--- src/dtcf_pkg.sv ---
// package: constants and types for the dual timer common functions block
// Behaviour
// - bit 7 selects transmit or demodulation
// - transmit bit 6 routes combined output
// - demod bit 6 picks port2 or port3
// - port3 event raises external interrupt one
// - bits 5:4 choose AND OR NOR NAND
// - combine field survives stop recovery
// - demod bits 5:4 pick edge types
// - bits 3:2 normal, alternating, force low/high
// - writing 00 ends alternating submode
// - wide output inverse bit 0 until counting
// - demod bits 3:2 set glitch filter width
// - bit 1 sets narrow timer enable transition
// - disabled timer drives inverse initial level, except wide when bits 3:2 are 1x (forced)
// - bit 0 sets wide timer enable transition
// - bit 1 sticky rising flag, write-one clears
// - bit 0 sticky falling flag, write-one clears
package dtcf_pkg;
  localparam logic [11:0] DTCF_IDX_COMMON  = 12'hD01;
  localparam logic [11:0] DTCF_IDX_IRQ_ST  = 12'hD04;
  localparam logic [11:0] DTCF_IDX_IRQ_MK  = 12'hD05;
  localparam logic [11:0] DTCF_IDX_STATUS  = 12'hD06;
  localparam logic [13:0] DTCF_ADDR_COMMON = {DTCF_IDX_COMMON, 2'h0};
  localparam logic [13:0] DTCF_ADDR_IRQ_ST = {DTCF_IDX_IRQ_ST, 2'h0};
  localparam logic [13:0] DTCF_ADDR_IRQ_MK = {DTCF_IDX_IRQ_MK, 2'h0};
  localparam logic [13:0] DTCF_ADDR_STATUS = {DTCF_IDX_STATUS, 2'h0};
  localparam logic [7:0]  DTCF_COMMON_RST  = 8'h00;
  localparam int          DTCF_BIT_MODE    = 7;
  localparam int          DTCF_BIT_SEL     = 6;
  localparam logic [3:0]  DTCF_FILT_SHORT  = 4'h4;
  localparam logic [3:0]  DTCF_FILT_LONG   = 4'h8;
  localparam logic [1:0]  DTCF_EV_RISE     = 2'h1;
  typedef struct packed {
    logic       mode;
    logic       sel;
    logic [1:0] func;
    logic [1:0] sub;
    logic       init8;
    logic       init16;
  } dtcf_common_t;
  typedef struct packed {
    logic narrow_timer_output;
    logic wide_timer_output;
    logic narrow_enable;
    logic wide_enable;
  } dtcf_timer_t;
endpackage

--- src/dtcf_top.sv ---
// module: common functions logic for the narrow and wide timers
//
// Chosen here: the APB interface to the registers.
`timescale 1ns/1ps
module dtcf_top (
  input  wire logic               pclk,
  input  wire logic               presetn,
  input  wire logic               psel,
  input  wire logic               penable,
  input  wire logic               pwrite,
  input  wire logic [13:0]        paddr,
  input  wire logic [31:0]        pwdata,
  output logic      [31:0]        prdata,
  output logic                    pready,
  output logic                    pslverr,
  input  wire dtcf_pkg::dtcf_timer_t timers,
  input  wire logic               stop_recovery,
  input  wire logic               interrupt_mask_register_bit2,
  input  wire logic               port2_demod_input_pin,
  input  wire logic               port3_demod_input_pin,
  input  wire logic               port_data_out,
  output logic                    combined_output_pin,
  output logic                    narrow_pin_level,
  output logic                    wide_pin_level,
  output logic                    alternating_active,
  output logic                    demod_input,
  output logic                    external_interrupt_request_one,
  output logic                    irq
);
  import dtcf_pkg::*;

  dtcf_common_t common_reg;
  logic [1:0]   irq_st_reg;
  logic [1:0]   irq_mk_reg;
  logic [1:0]   p2_sync_reg;
  logic [1:0]   p3_sync_reg;
  logic         filt_reg;
  logic [3:0]   filt_cnt_reg;
  logic         filt_prev_reg;
  logic         wide_started_reg;
  logic         wide_force_reg;
  logic         alt_reg;
  logic         raw_in;
  logic         rise_ev;
  logic         fall_ev;
  logic         wr_en;
  logic         wr_common;
  logic         rd_en;
  logic [3:0]   filt_len;
  logic         wide_eff;
  logic         comb;

  function automatic logic hit(input logic [13:0] a);
    hit = (a == DTCF_ADDR_COMMON) || (a == DTCF_ADDR_IRQ_ST) ||
          (a == DTCF_ADDR_IRQ_MK) || (a == DTCF_ADDR_STATUS);
  endfunction

  assign wr_en   = psel && penable && pwrite;
  assign rd_en   = psel && penable && !pwrite;
  assign wr_common = wr_en && (paddr == DTCF_ADDR_COMMON);
  assign pready  = 1'b1;
  assign pslverr = psel && penable && !hit(paddr);

  // register writes; flag set beats clear
  always_ff @(posedge pclk or negedge presetn) begin
    if (!presetn) begin
      common_reg <= dtcf_common_t'(DTCF_COMMON_RST);
    end else begin
      if (wr_common) begin
        common_reg.mode <= pwdata[DTCF_BIT_MODE];
        common_reg.sel  <= pwdata[DTCF_BIT_SEL];
        common_reg.func <= pwdata[5:4];
        common_reg.sub  <= pwdata[3:2];
        if (pwdata[DTCF_BIT_MODE] == 1'b0) begin
          common_reg.init8  <= pwdata[1];
          common_reg.init16 <= pwdata[0];
        end else begin
          common_reg.init8  <= (common_reg.init8 & ~pwdata[1]) | rise_ev;
          common_reg.init16 <= (common_reg.init16 & ~pwdata[0]) | fall_ev;
        end
      end else if (stop_recovery) begin
        common_reg.mode   <= 1'b0;
        common_reg.sel    <= 1'b0;
        common_reg.sub    <= 2'h0;
        common_reg.init8  <= 1'b0;
        common_reg.init16 <= 1'b0; // func kept
      end else if (common_reg.mode) begin
        common_reg.init8  <= common_reg.init8 | rise_ev;
        common_reg.init16 <= common_reg.init16 | fall_ev;
      end
    end
  end

  // interrupt status, mask
  always_ff @(posedge pclk or negedge presetn) begin
    if (!presetn) begin
      irq_st_reg <= 2'h0;
      irq_mk_reg <= 2'h0;
    end else begin
      if (wr_en && paddr == DTCF_ADDR_IRQ_MK) begin
        irq_mk_reg <= pwdata[1:0];
      end
      if (rd_en && paddr == DTCF_ADDR_IRQ_ST) begin
        irq_st_reg <= {rise_ev, fall_ev};
      end else begin
        irq_st_reg <= irq_st_reg | {rise_ev, fall_ev};
      end
    end
  end
  assign irq = |(irq_st_reg & irq_mk_reg);

  always_comb begin
    prdata = 32'h0;
    case (paddr)
      DTCF_ADDR_COMMON: prdata = {24'h0, common_reg};
      DTCF_ADDR_IRQ_ST: prdata = {30'h0, irq_st_reg};
      DTCF_ADDR_IRQ_MK: prdata = {30'h0, irq_mk_reg};
      DTCF_ADDR_STATUS: prdata = {29'h0, alt_reg, demod_input, filt_reg};
      default:          prdata = 32'h0;
    endcase
    if (!rd_en) begin
      prdata = 32'h0;
    end
  end

  // input synchronisers
  always_ff @(posedge pclk or negedge presetn) begin
    if (!presetn) begin
      p2_sync_reg <= 2'h0;
      p3_sync_reg <= 2'h0;
    end else begin
      p2_sync_reg <= {p2_sync_reg[0], port2_demod_input_pin};
      p3_sync_reg <= {p3_sync_reg[0], port3_demod_input_pin};
    end
  end

  assign raw_in = common_reg.sel ? p3_sync_reg[1] : p2_sync_reg[1];
  assign demod_input = raw_in;
  // port3 pin also raises its external request
  assign external_interrupt_request_one = common_reg.mode && common_reg.sel &&
                                          interrupt_mask_register_bit2 && (rise_ev || fall_ev);

  // glitch filter length
  always_comb begin
    case (common_reg.sub)
      2'h1:    filt_len = DTCF_FILT_SHORT;
      2'h2:    filt_len = DTCF_FILT_LONG;
      default: filt_len = 4'h0;
    endcase
  end

  // glitch filter: input must be stable filt_len clocks
  always_ff @(posedge pclk or negedge presetn) begin
    if (!presetn) begin
      filt_reg     <= 1'b0;
      filt_cnt_reg <= 4'h0;
    end else if (raw_in == filt_reg) begin
      filt_cnt_reg <= 4'h0;
    end else if (filt_len == 4'h0 || filt_cnt_reg + 4'h1 >= filt_len) begin
      filt_reg     <= raw_in;
      filt_cnt_reg <= 4'h0;
    end else begin
      filt_cnt_reg <= filt_cnt_reg + 4'h1;
    end
  end

  always_ff @(posedge pclk or negedge presetn) begin
    if (!presetn) begin
      filt_prev_reg <= 1'b0;
    end else begin
      filt_prev_reg <= filt_reg;
    end
  end

  // edges after filter, only enabled kinds
  assign rise_ev = common_reg.mode && filt_reg && !filt_prev_reg &&
                   (common_reg.func == DTCF_EV_RISE || common_reg.func == 2'h2);
  assign fall_ev = common_reg.mode && !filt_reg && filt_prev_reg &&
                   (common_reg.func == 2'h0 || common_reg.func == 2'h2);

  // wide output start tracking, submode
  always_ff @(posedge pclk or negedge presetn) begin
    if (!presetn) begin
      wide_started_reg <= 1'b0;
      alt_reg          <= 1'b0;
    end else begin
      if (wr_common && !pwdata[DTCF_BIT_MODE]) begin
        wide_started_reg <= 1'b0;
        alt_reg          <= (pwdata[3:2] == 2'h1);
      end else begin
        if (timers.wide_enable) begin
          wide_started_reg <= 1'b1;
        end
        if (common_reg.mode) begin
          alt_reg <= 1'b0;
        end
      end
    end
  end
  assign alternating_active = alt_reg;

  always_ff @(posedge pclk or negedge presetn) begin
    if (!presetn) begin
      wide_force_reg <= 1'b0;
    end else begin
      wide_force_reg <= common_reg.sub[0];
    end
  end

  // pin levels per timer
  always_comb begin
    narrow_pin_level = timers.narrow_enable ? timers.narrow_timer_output : ~common_reg.init8;
    if (common_reg.sub[1]) begin
      wide_eff = wide_force_reg;
    end else if (!timers.wide_enable || !wide_started_reg) begin
      wide_eff = ~common_reg.init16;
    end else begin
      wide_eff = timers.wide_timer_output;
    end
    wide_pin_level = wide_eff;
  end

  always_comb begin
    case (common_reg.func)
      2'h0:    comb = narrow_pin_level & wide_pin_level;
      2'h1:    comb = narrow_pin_level | wide_pin_level;
      2'h2:    comb = ~(narrow_pin_level | wide_pin_level);
      default: comb = ~(narrow_pin_level & wide_pin_level);
    endcase
  end

  always_ff @(posedge pclk or negedge presetn) begin
    if (!presetn) begin
      combined_output_pin <= 1'b0;
    end else begin
      combined_output_pin <= (!common_reg.mode && common_reg.sel) ? comb : port_data_out;
    end
  end

  property p_flag_sticky;
    @(posedge pclk) disable iff (!presetn)
      (common_reg.mode && common_reg.init8 && !(wr_en && paddr == DTCF_ADDR_COMMON) && !stop_recovery)
      |=> common_reg.init8;
  endproperty
  a_flag_sticky: assert property (p_flag_sticky) else $error("rise flag lost");

  property p_rise_sets;
    @(posedge pclk) disable iff (!presetn)
      (rise_ev && !stop_recovery) |=> common_reg.init8;
  endproperty
  a_rise_sets: assert property (p_rise_sets) else $error("rise not flagged");

  property p_fall_sets;
    @(posedge pclk) disable iff (!presetn)
      (fall_ev && !stop_recovery) |=> common_reg.init16;
  endproperty
  a_fall_sets: assert property (p_fall_sets) else $error("fall not flagged");

  property p_func_kept;
    @(posedge pclk) disable iff (!presetn)
      (stop_recovery && !wr_en) |=> $stable(common_reg.func);
  endproperty
  a_func_kept: assert property (p_func_kept) else $error("combine field cleared");

  property p_disabled_level;
    @(posedge pclk) disable iff (!presetn)
      !timers.narrow_enable |-> narrow_pin_level == ~common_reg.init8;
  endproperty
  a_disabled_level: assert property (p_disabled_level) else $error("narrow idle level wrong");

  property p_no_edge_xmit;
    @(posedge pclk) disable iff (!presetn)
      !common_reg.mode |-> !rise_ev && !fall_ev && !external_interrupt_request_one;
  endproperty
  a_no_edge_xmit: assert property (p_no_edge_xmit) else $error("edge in transmit mode");

  property p_pin_route;
    @(posedge pclk) disable iff (!presetn)
      (!common_reg.mode && !common_reg.sel) |=> combined_output_pin == $past(port_data_out);
  endproperty
  a_pin_route: assert property (p_pin_route) else $error("port output not routed");

  property p_alt_end;
    @(posedge pclk) disable iff (!presetn)
      (wr_en && paddr == DTCF_ADDR_COMMON && pwdata[7:2] == 6'h0) |=> !alternating_active;
  endproperty
  a_alt_end: assert property (p_alt_end) else $error("alternating not ended");

  property p_alt_start;
    @(posedge pclk) disable iff (!presetn)
      (wr_common && !pwdata[DTCF_BIT_MODE] && pwdata[3:2] == 2'h1) |=> alternating_active;
  endproperty
  a_alt_start: assert property (p_alt_start) else $error("alternating not started");

  property p_mode_write;
    @(posedge pclk) disable iff (!presetn)
      wr_common |=> common_reg.mode == $past(pwdata[DTCF_BIT_MODE]);
  endproperty
  a_mode_write: assert property (p_mode_write) else $error("mode bit not written");

  property p_demod_p3;
    @(posedge pclk) disable iff (!presetn)
      (common_reg.sel && $stable(common_reg.sel)) |-> demod_input == $past(p3_sync_reg[0]);
  endproperty
  a_demod_p3: assert property (p_demod_p3) else $error("port3 pin not selected");

  property p_ext_gate;
    @(posedge pclk) disable iff (!presetn)
      external_interrupt_request_one |-> common_reg.mode && common_reg.sel && interrupt_mask_register_bit2;
  endproperty
  a_ext_gate: assert property (p_ext_gate) else $error("external request without gating");

  property p_comb_and;
    @(posedge pclk) disable iff (!presetn)
      (!common_reg.mode && common_reg.sel && common_reg.func == 2'h0)
      |=> combined_output_pin == ($past(narrow_pin_level) & $past(wide_pin_level));
  endproperty
  a_comb_and: assert property (p_comb_and) else $error("and combine wrong");

  property p_comb_or;
    @(posedge pclk) disable iff (!presetn)
      (!common_reg.mode && common_reg.sel && common_reg.func == 2'h1)
      |=> combined_output_pin == ($past(narrow_pin_level) | $past(wide_pin_level));
  endproperty
  a_comb_or: assert property (p_comb_or) else $error("or combine wrong");

  property p_comb_nor;
    @(posedge pclk) disable iff (!presetn)
      (!common_reg.mode && common_reg.sel && common_reg.func == 2'h2)
      |=> combined_output_pin == ~($past(narrow_pin_level) | $past(wide_pin_level));
  endproperty
  a_comb_nor: assert property (p_comb_nor) else $error("nor combine wrong");

  property p_comb_nand;
    @(posedge pclk) disable iff (!presetn)
      (!common_reg.mode && common_reg.sel && common_reg.func == 2'h3)
      |=> combined_output_pin == ~($past(narrow_pin_level) & $past(wide_pin_level));
  endproperty
  a_comb_nand: assert property (p_comb_nand) else $error("nand combine wrong");

  property p_edge_none;
    @(posedge pclk) disable iff (!presetn)
      (common_reg.func == 2'h3) |-> !rise_ev && !fall_ev;
  endproperty
  a_edge_none: assert property (p_edge_none) else $error("edge seen with detect off");

  property p_rise_only;
    @(posedge pclk) disable iff (!presetn)
      (common_reg.func == 2'h1) |-> !fall_ev;
  endproperty
  a_rise_only: assert property (p_rise_only) else $error("fall seen in rise mode");

  property p_fall_only;
    @(posedge pclk) disable iff (!presetn)
      (common_reg.func == 2'h0) |-> !rise_ev;
  endproperty
  a_fall_only: assert property (p_fall_only) else $error("rise seen in fall mode");

  property p_force_low;
    @(posedge pclk) disable iff (!presetn)
      (!common_reg.mode && common_reg.sub == 2'h2 && $past(common_reg.sub) == 2'h2) |-> !wide_pin_level;
  endproperty
  a_force_low: assert property (p_force_low) else $error("wide output not forced low");

  property p_force_high;
    @(posedge pclk) disable iff (!presetn)
      (!common_reg.mode && common_reg.sub == 2'h3 && $past(common_reg.sub) == 2'h3) |-> wide_pin_level;
  endproperty
  a_force_high: assert property (p_force_high) else $error("wide output not forced high");

  property p_wide_idle;
    @(posedge pclk) disable iff (!presetn)
      (!timers.wide_enable && !common_reg.sub[1]) |-> wide_pin_level == ~common_reg.init16;
  endproperty
  a_wide_idle: assert property (p_wide_idle) else $error("wide idle level wrong");

  property p_filt_short;
    @(posedge pclk) disable iff (!presetn)
      (filt_len == DTCF_FILT_SHORT && $stable(filt_len) && $changed(filt_reg))
      |-> $past(raw_in, 1) == filt_reg && $past(raw_in, 2) == filt_reg &&
          $past(raw_in, 3) == filt_reg && $past(raw_in, 4) == filt_reg;
  endproperty
  a_filt_short: assert property (p_filt_short) else $error("short filter passed a glitch");
endmodule

--- config.mk ---
export PLATFORM = sky130hd
export DESIGN_NAME = dtcf_top
export DESIGN_NICKNAME = d
export VERILOG_FILES = /design/src/dtcf_pkg.sv /design/src/dtcf_top.sv
export SDC_FILE = /design/constraint.sdc
export NUM_CORES = 1
export LEC_CHECK = 0
export BUFFER_PORTS_ARGS = -buffer_cell sky130_fd_sc_hd__buf_2
export CAP_MARGIN = 15
export CELL_PAD_IN_SITES_DETAIL_PLACEMENT = 0
export CELL_PAD_IN_SITES_GLOBAL_PLACEMENT = 1
export CORE_UTILIZATION = 31
export DETAILED_ROUTE_END_ITERATION = 12
export PLACE_DENSITY = 0.89
export SETUP_SLACK_MARGIN = 0.4
export SYNTH_ARGS = -nofsm -noshare
export SYNTH_HDL_FRONTEND = slang
export SYNTH_SLANG_ARGS = --single-unit
--- constraint.sdc ---
create_clock -name pclk -period 2.7 [get_ports pclk]
set_input_delay 0.675 -clock pclk [delete_from_list [all_inputs] [get_ports pclk]]
set_output_delay 0.675 -clock pclk [all_outputs]
set_load 0.01 [all_outputs]
=== Word-level counts from Yosys, hierarchy flattened ===
Index checks and enable logic that the tools add are counted.

* Add/subtract/negate cells: 1
* Magnitude comparators: 1
* Eq/ne operators: 10
* Muxes and demuxes: 22
* Bitwise gates (word level): 17
* Reductions and logical operators: 42

{| class="wikitable"
|+ Operators with widths
! kind !! number
|-
| $eq 14x14->1 const B || 4
|-
| $mux 32 || 1
|-
| $pmux 8 s4 || 1
|-
| $logic_and 1x1->1 || 18
|-
| $mux 2 || 6
|-
| $mux 4 || 3
|-
| $mux 1 || 9
|-
| $logic_not 1->1 || 8
|-
| $logic_or 1x1->1 || 8
|-
| $pmux 4 s2 || 1
|-
| $not 1->1 || 7
|-
| $eq 2x1->1 const B || 3
|-
| $reduce_bool 2->1 || 3
|-
| $or 1x1->1 || 5
|-
| $add 4x1->4 const B || 1
|-
| $eq 2x2->1 const B || 2
|-
| $ge 4x4->1 || 1
|-
| $logic_not 4->1 || 1
|-
| $and 1x1->1 || 3
|-
| $pmux 1 s3 || 1
|-
| $reduce_bool 3->1 || 1
|-
| $and 2x2->2 || 1
|-
| $logic_not 2->1 || 1
|-
| $or 2x2->2 || 1
|-
| other kinds (3) || 3
|}

* Register bits: 26
* Bits of input ports: 60
* Output and inout port bits: 41
* Logic and storage cells: 110

=== Depth between registers and ports, before layout ===
* Depth after elaboration: 8
* Depth in mapped cells: 8
* Mapped depth without buffers: 8

=== Least setup slack after synthesis ===
OpenSTA, ideal clock, no wires.

* Path type: input-to-output
* Start point: input paddr[9]
* End point: output prdata[3]
* Arrival time: 1906 ps
* Data required time: 2025 ps
* Slack: 119 ps
* Stages on the path: 5
* Path buffers: 1
* Path through: nor4b_4 nand4_2 or3_1 buf_2 nor3_1

* Word-level cells in the longest chain between the ends: 3
* Elaborated cells on any way between the ends: 6
* Classes of those cells: eq/ne (4); mux (2)

{| class="wikitable"
|+ RTL lines
! item !! line !! text
|-
| from (decl) || dtcf_top.sv:11 || <nowiki>input wire logic [13:0] paddr,</nowiki>
|-
| $eq 14x14->1 || dtcf_top.sv:114 || <nowiki>case (paddr)</nowiki>
|-
| $pmux 8 s4 * || dtcf_top.sv:114 ||
|-
| $mux 32 * || dtcf_top.sv:121 || <nowiki>if (!rd_en) begin</nowiki>
|-
| to (decl) || dtcf_top.sv:13 || <nowiki>output logic [31:0] prdata,</nowiki>
|}

Mark *: on every way between the ends. The rest lies on a longest branch, timed or not.

=== Worst setup path in the final report ===
* Start point: input paddr[8]
* End point: output prdata[2]

Same word-level chain as after synthesis.

==> impl_metrics.env <==
export IMPL_status="complete, but fails checks"
export IMPL_violations="negative setup slack"
export IMPL_postSynthCellCount=185
export IMPL_max_slew_margin_pct=60.4
export IMPL_hold_violations=0
export IMPL_wl_per_cell_microns=12.3
export IMPL_drv_slew=0
export IMPL_drive_above_1_share_pct=43.1
export IMPL_max_freq_ghz=0.364
export IMPL_comb_power_share_pct=14.7
export IMPL_synthesis_area_sq_um=1760
export IMPL_grt_pass1_vias=1409
export IMPL_dieArea_sq_um=5970
export IMPL_clkLatencyLatePin_ps=270
export IMPL_p_int_uw=572
export IMPL_cp_end_kind="output pin"
export IMPL_seq_area_frac_synth_pct=37.1
export IMPL_grt_pass1_wl_mm=6.62
export IMPL_cts_tree="built"
export IMPL_setup_tns_ps=-140
export IMPL_grtUsageMet3_pct=2.86
export IMPL_powerDensity_nw_per_um2=316
export IMPL_finalCriticalPeriod_ps=2750
export IMPL_fin_skew_ps=7.83
export IMPL_clockPowerShare_pct=33.2
export IMPL_post_place_ws_ps=-117
export IMPL_avgSynthCellArea_sq_um=9.49
export IMPL_io_buffers=51
export IMPL_met1_usage_pct=19.0
export IMPL_p_sw_share_pct=24.9
export IMPL_min_path_type="register to register"
export IMPL_pwr_share_seq_pct=52.1
export IMPL_clockBufferDepth=2
export IMPL_min_delay_start="p2_sync_reg[0]$_DFF_PN0_"
export IMPL_drcViolationCount=0
export IMPL_crit_start="paddr[8]"
export IMPL_drt_iter0_markers=50
export IMPL_dr_pass1_iters=4
export IMPL_synth_seq_cells=26
export IMPL_grtUsageTotal_pct=14.0
export IMPL_ant_nets=0
export IMPL_fin_crit_sh_pct=102
export IMPL_leakagePower_nw=1.23
export IMPL_dp_cells=315
export IMPL_final_common_cell="buf_2"
export IMPL_largest_reg_flops=8
export IMPL_worst_slack_ps=-48.2
export IMPL_cts_made_buffers=3
export IMPL_r2r_cells=7
export IMPL_critPathLaunchType="input pin"
export IMPL_worst_pin_slew_ps=593
export IMPL_dieWidth_microns=77.3
export IMPL_totalWireLength_mm=4.12
export IMPL_hold_slack_ps=353
export IMPL_synth_warning_count=0
export IMPL_initial_core_util_pct=32.1
export IMPL_via_per_inst=4.57
export IMPL_gr_max_usage_layer="met2"
export IMPL_crit_arrival_ps=2070
export IMPL_placed_cell_area_sq_um=2100
export IMPL_numClockSinks=26
export IMPL_synth_area_leaders="dfrtp_1 37%, buf_4 11%, ha_1 6.4%"
export IMPL_gp_congestion=0.751
export IMPL_rows=27
export IMPL_whs_path_depth=0
export IMPL_pin_count=101
export IMPL_cts_htree_levels=1
export IMPL_ir_drop_uv=219
export IMPL_ys_types=40
export IMPL_stdcell_count=334
export IMPL_nets=332
export IMPL_critPathKind="input pin to output pin"
export IMPL_required_ps=2030
export IMPL_clk_pin_slew_ps=80
export IMPL_use_met2_pct=22.8
export IMPL_yosysTopAreaCell="dfrtp_1"
export IMPL_drv_cap=0
export IMPL_gr_total_overflow=0
export IMPL_grt_setup_unrepaired="true"
export IMPL_critPathMaxFanout=8
export IMPL_ctsHoldBuffers=0
export IMPL_fin_area_sq_um=2410
export IMPL_timing_rr_start="filt_cnt_reg[0]$_DFF_PN0_"
export IMPL_p_sw_uw=190
export IMPL_core_area_sq_um=5470
export IMPL_setup_viol=4
export IMPL_grt_max_degree=27
export IMPL_syn2layout_area_growth_pct=37.2
export IMPL_hpwlAfterDp_mm=3.06
export IMPL_synth_top_area_share_pct=37.1
export IMPL_die_height_microns=77.3
export IMPL_layout_common_cells="46 x buf_2, 26 x dfrtp_1, 25 x conb_1"
export IMPL_clockRootBuffer="clkbuf_8"
export IMPL_antenna_found_initial=0
export IMPL_antennaDiodeCount=0
export IMPL_dr_total_vias=1527
-- layout make-up --
| cell class | instances | area (sq um) |
|---|---|---|
| inverter | 12 | 45.0 |
| tap | 72 | 90.1 |
| clock buffer | 4 | 55.1 |
| sequential | 26 | 651 |
| timing repair buffer | 78 | 512 |
| fill | 552 | 3060 |
| multi-input combinational | 142 | 1060 |
-- stage by stage --
step / power [mW] / utilization (%)
6_report: 0.761 / 44.0
5_1_grt: 0.794 / 44.0
4_1_cts: 0.766 / 42.0
3_5_place_dp: 0.510 / 38.3
3_3_place_gp: 0.508 / 38.3
2_1_floorplan: 0.475 / -
-- worst max-delay path, cell delays in order --
cell and delay, ps:
buf_6 90, nor4b_4 290, nand4_2 130, or3_1 380, buf_6 170, and2b_1 200
buf_2 130
-- synthesized netlist by cell type --
cell,n
a211oi_1,2
a21o_1,2
a21oi_1,7
a22o_1,1
a311oi_1,1
and2_1,3
and2b_1,1
and3_1,2
and4b_1,1
buf_2,2
buf_4,25
buf_6,1
conb_1,2
dfrtp_1,26
ha_1,9
inv_1,12
mux2_2,6
mux2_4,2
mux2i_1,4
nand2_1,10
nand2b_1,3
nand3_1,6
nand3b_1,4
nand4_2,1
nand4b_1,1
nor2_1,19
nor3_1,7
nor4b_1,1
nor4b_4,2
o211a_1,1
o211ai_1,1
o21ai_0,6
o22a_1,1
o22ai_1,2
o31ai_1,1
o41ai_1,1
or3_1,3
or4_4,1
or4b_2,2
xnor2_1,3
-- worst paths after layout --
kind | to | slack, ps
min | p2_sync_reg[1]$_DFF_PN0_ | 350
max in group asynchronous | irq_mk_reg[1]$_DFFE_PN0P_ | 1910
min in group asynchronous | filt_cnt_reg[1]$_DFF_PN0_ | 400
max | prdata[2] | -50
max reg2reg | filt_reg$_DFFE_PN0P_ | 560
min reg2reg | p2_sync_reg[1]$_DFF_PN0_ | 350
-- cells by family after synthesis --
logic type      share of synthesized area (%)
simple gates                             22.7
buf+inv                                  14.5
compound gates                           9.55
mux                                      7.84
flops                                    37.1
other cells                             0.428
xor+xnor                                 1.50
fa+ha+maj                                6.41
-- power groups by stage --
stage	combinational [mW]	clock [mW]	sequential, mW
6_report	0.112	0.253	0.397
5_1_grt	0.125	0.271	0.398
4_1_cts	0.110	0.259	0.397
3_5_place_dp	0.105	0	0.405
3_3_place_gp	0.103	0	0.405
2_1_floorplan	0.0707	0	0.405
-- metal layers --
metal	routed length, microns	vias to the layer above
met4	56	0
met1	1890	720
li1	-	752
met5	0	-
met3	193	6
met2	1980	49
-- repair_timing --
item | 4_1_cts | 5_1_grt
buffers inserted | 9 | 6
cloned | 0 | 0
pin swaps | 12 | 8
resized for setup | 21 | 11
setup endpoints to repair | 10 | 20
Note: power is estimated with default switching activity, not from simulation.
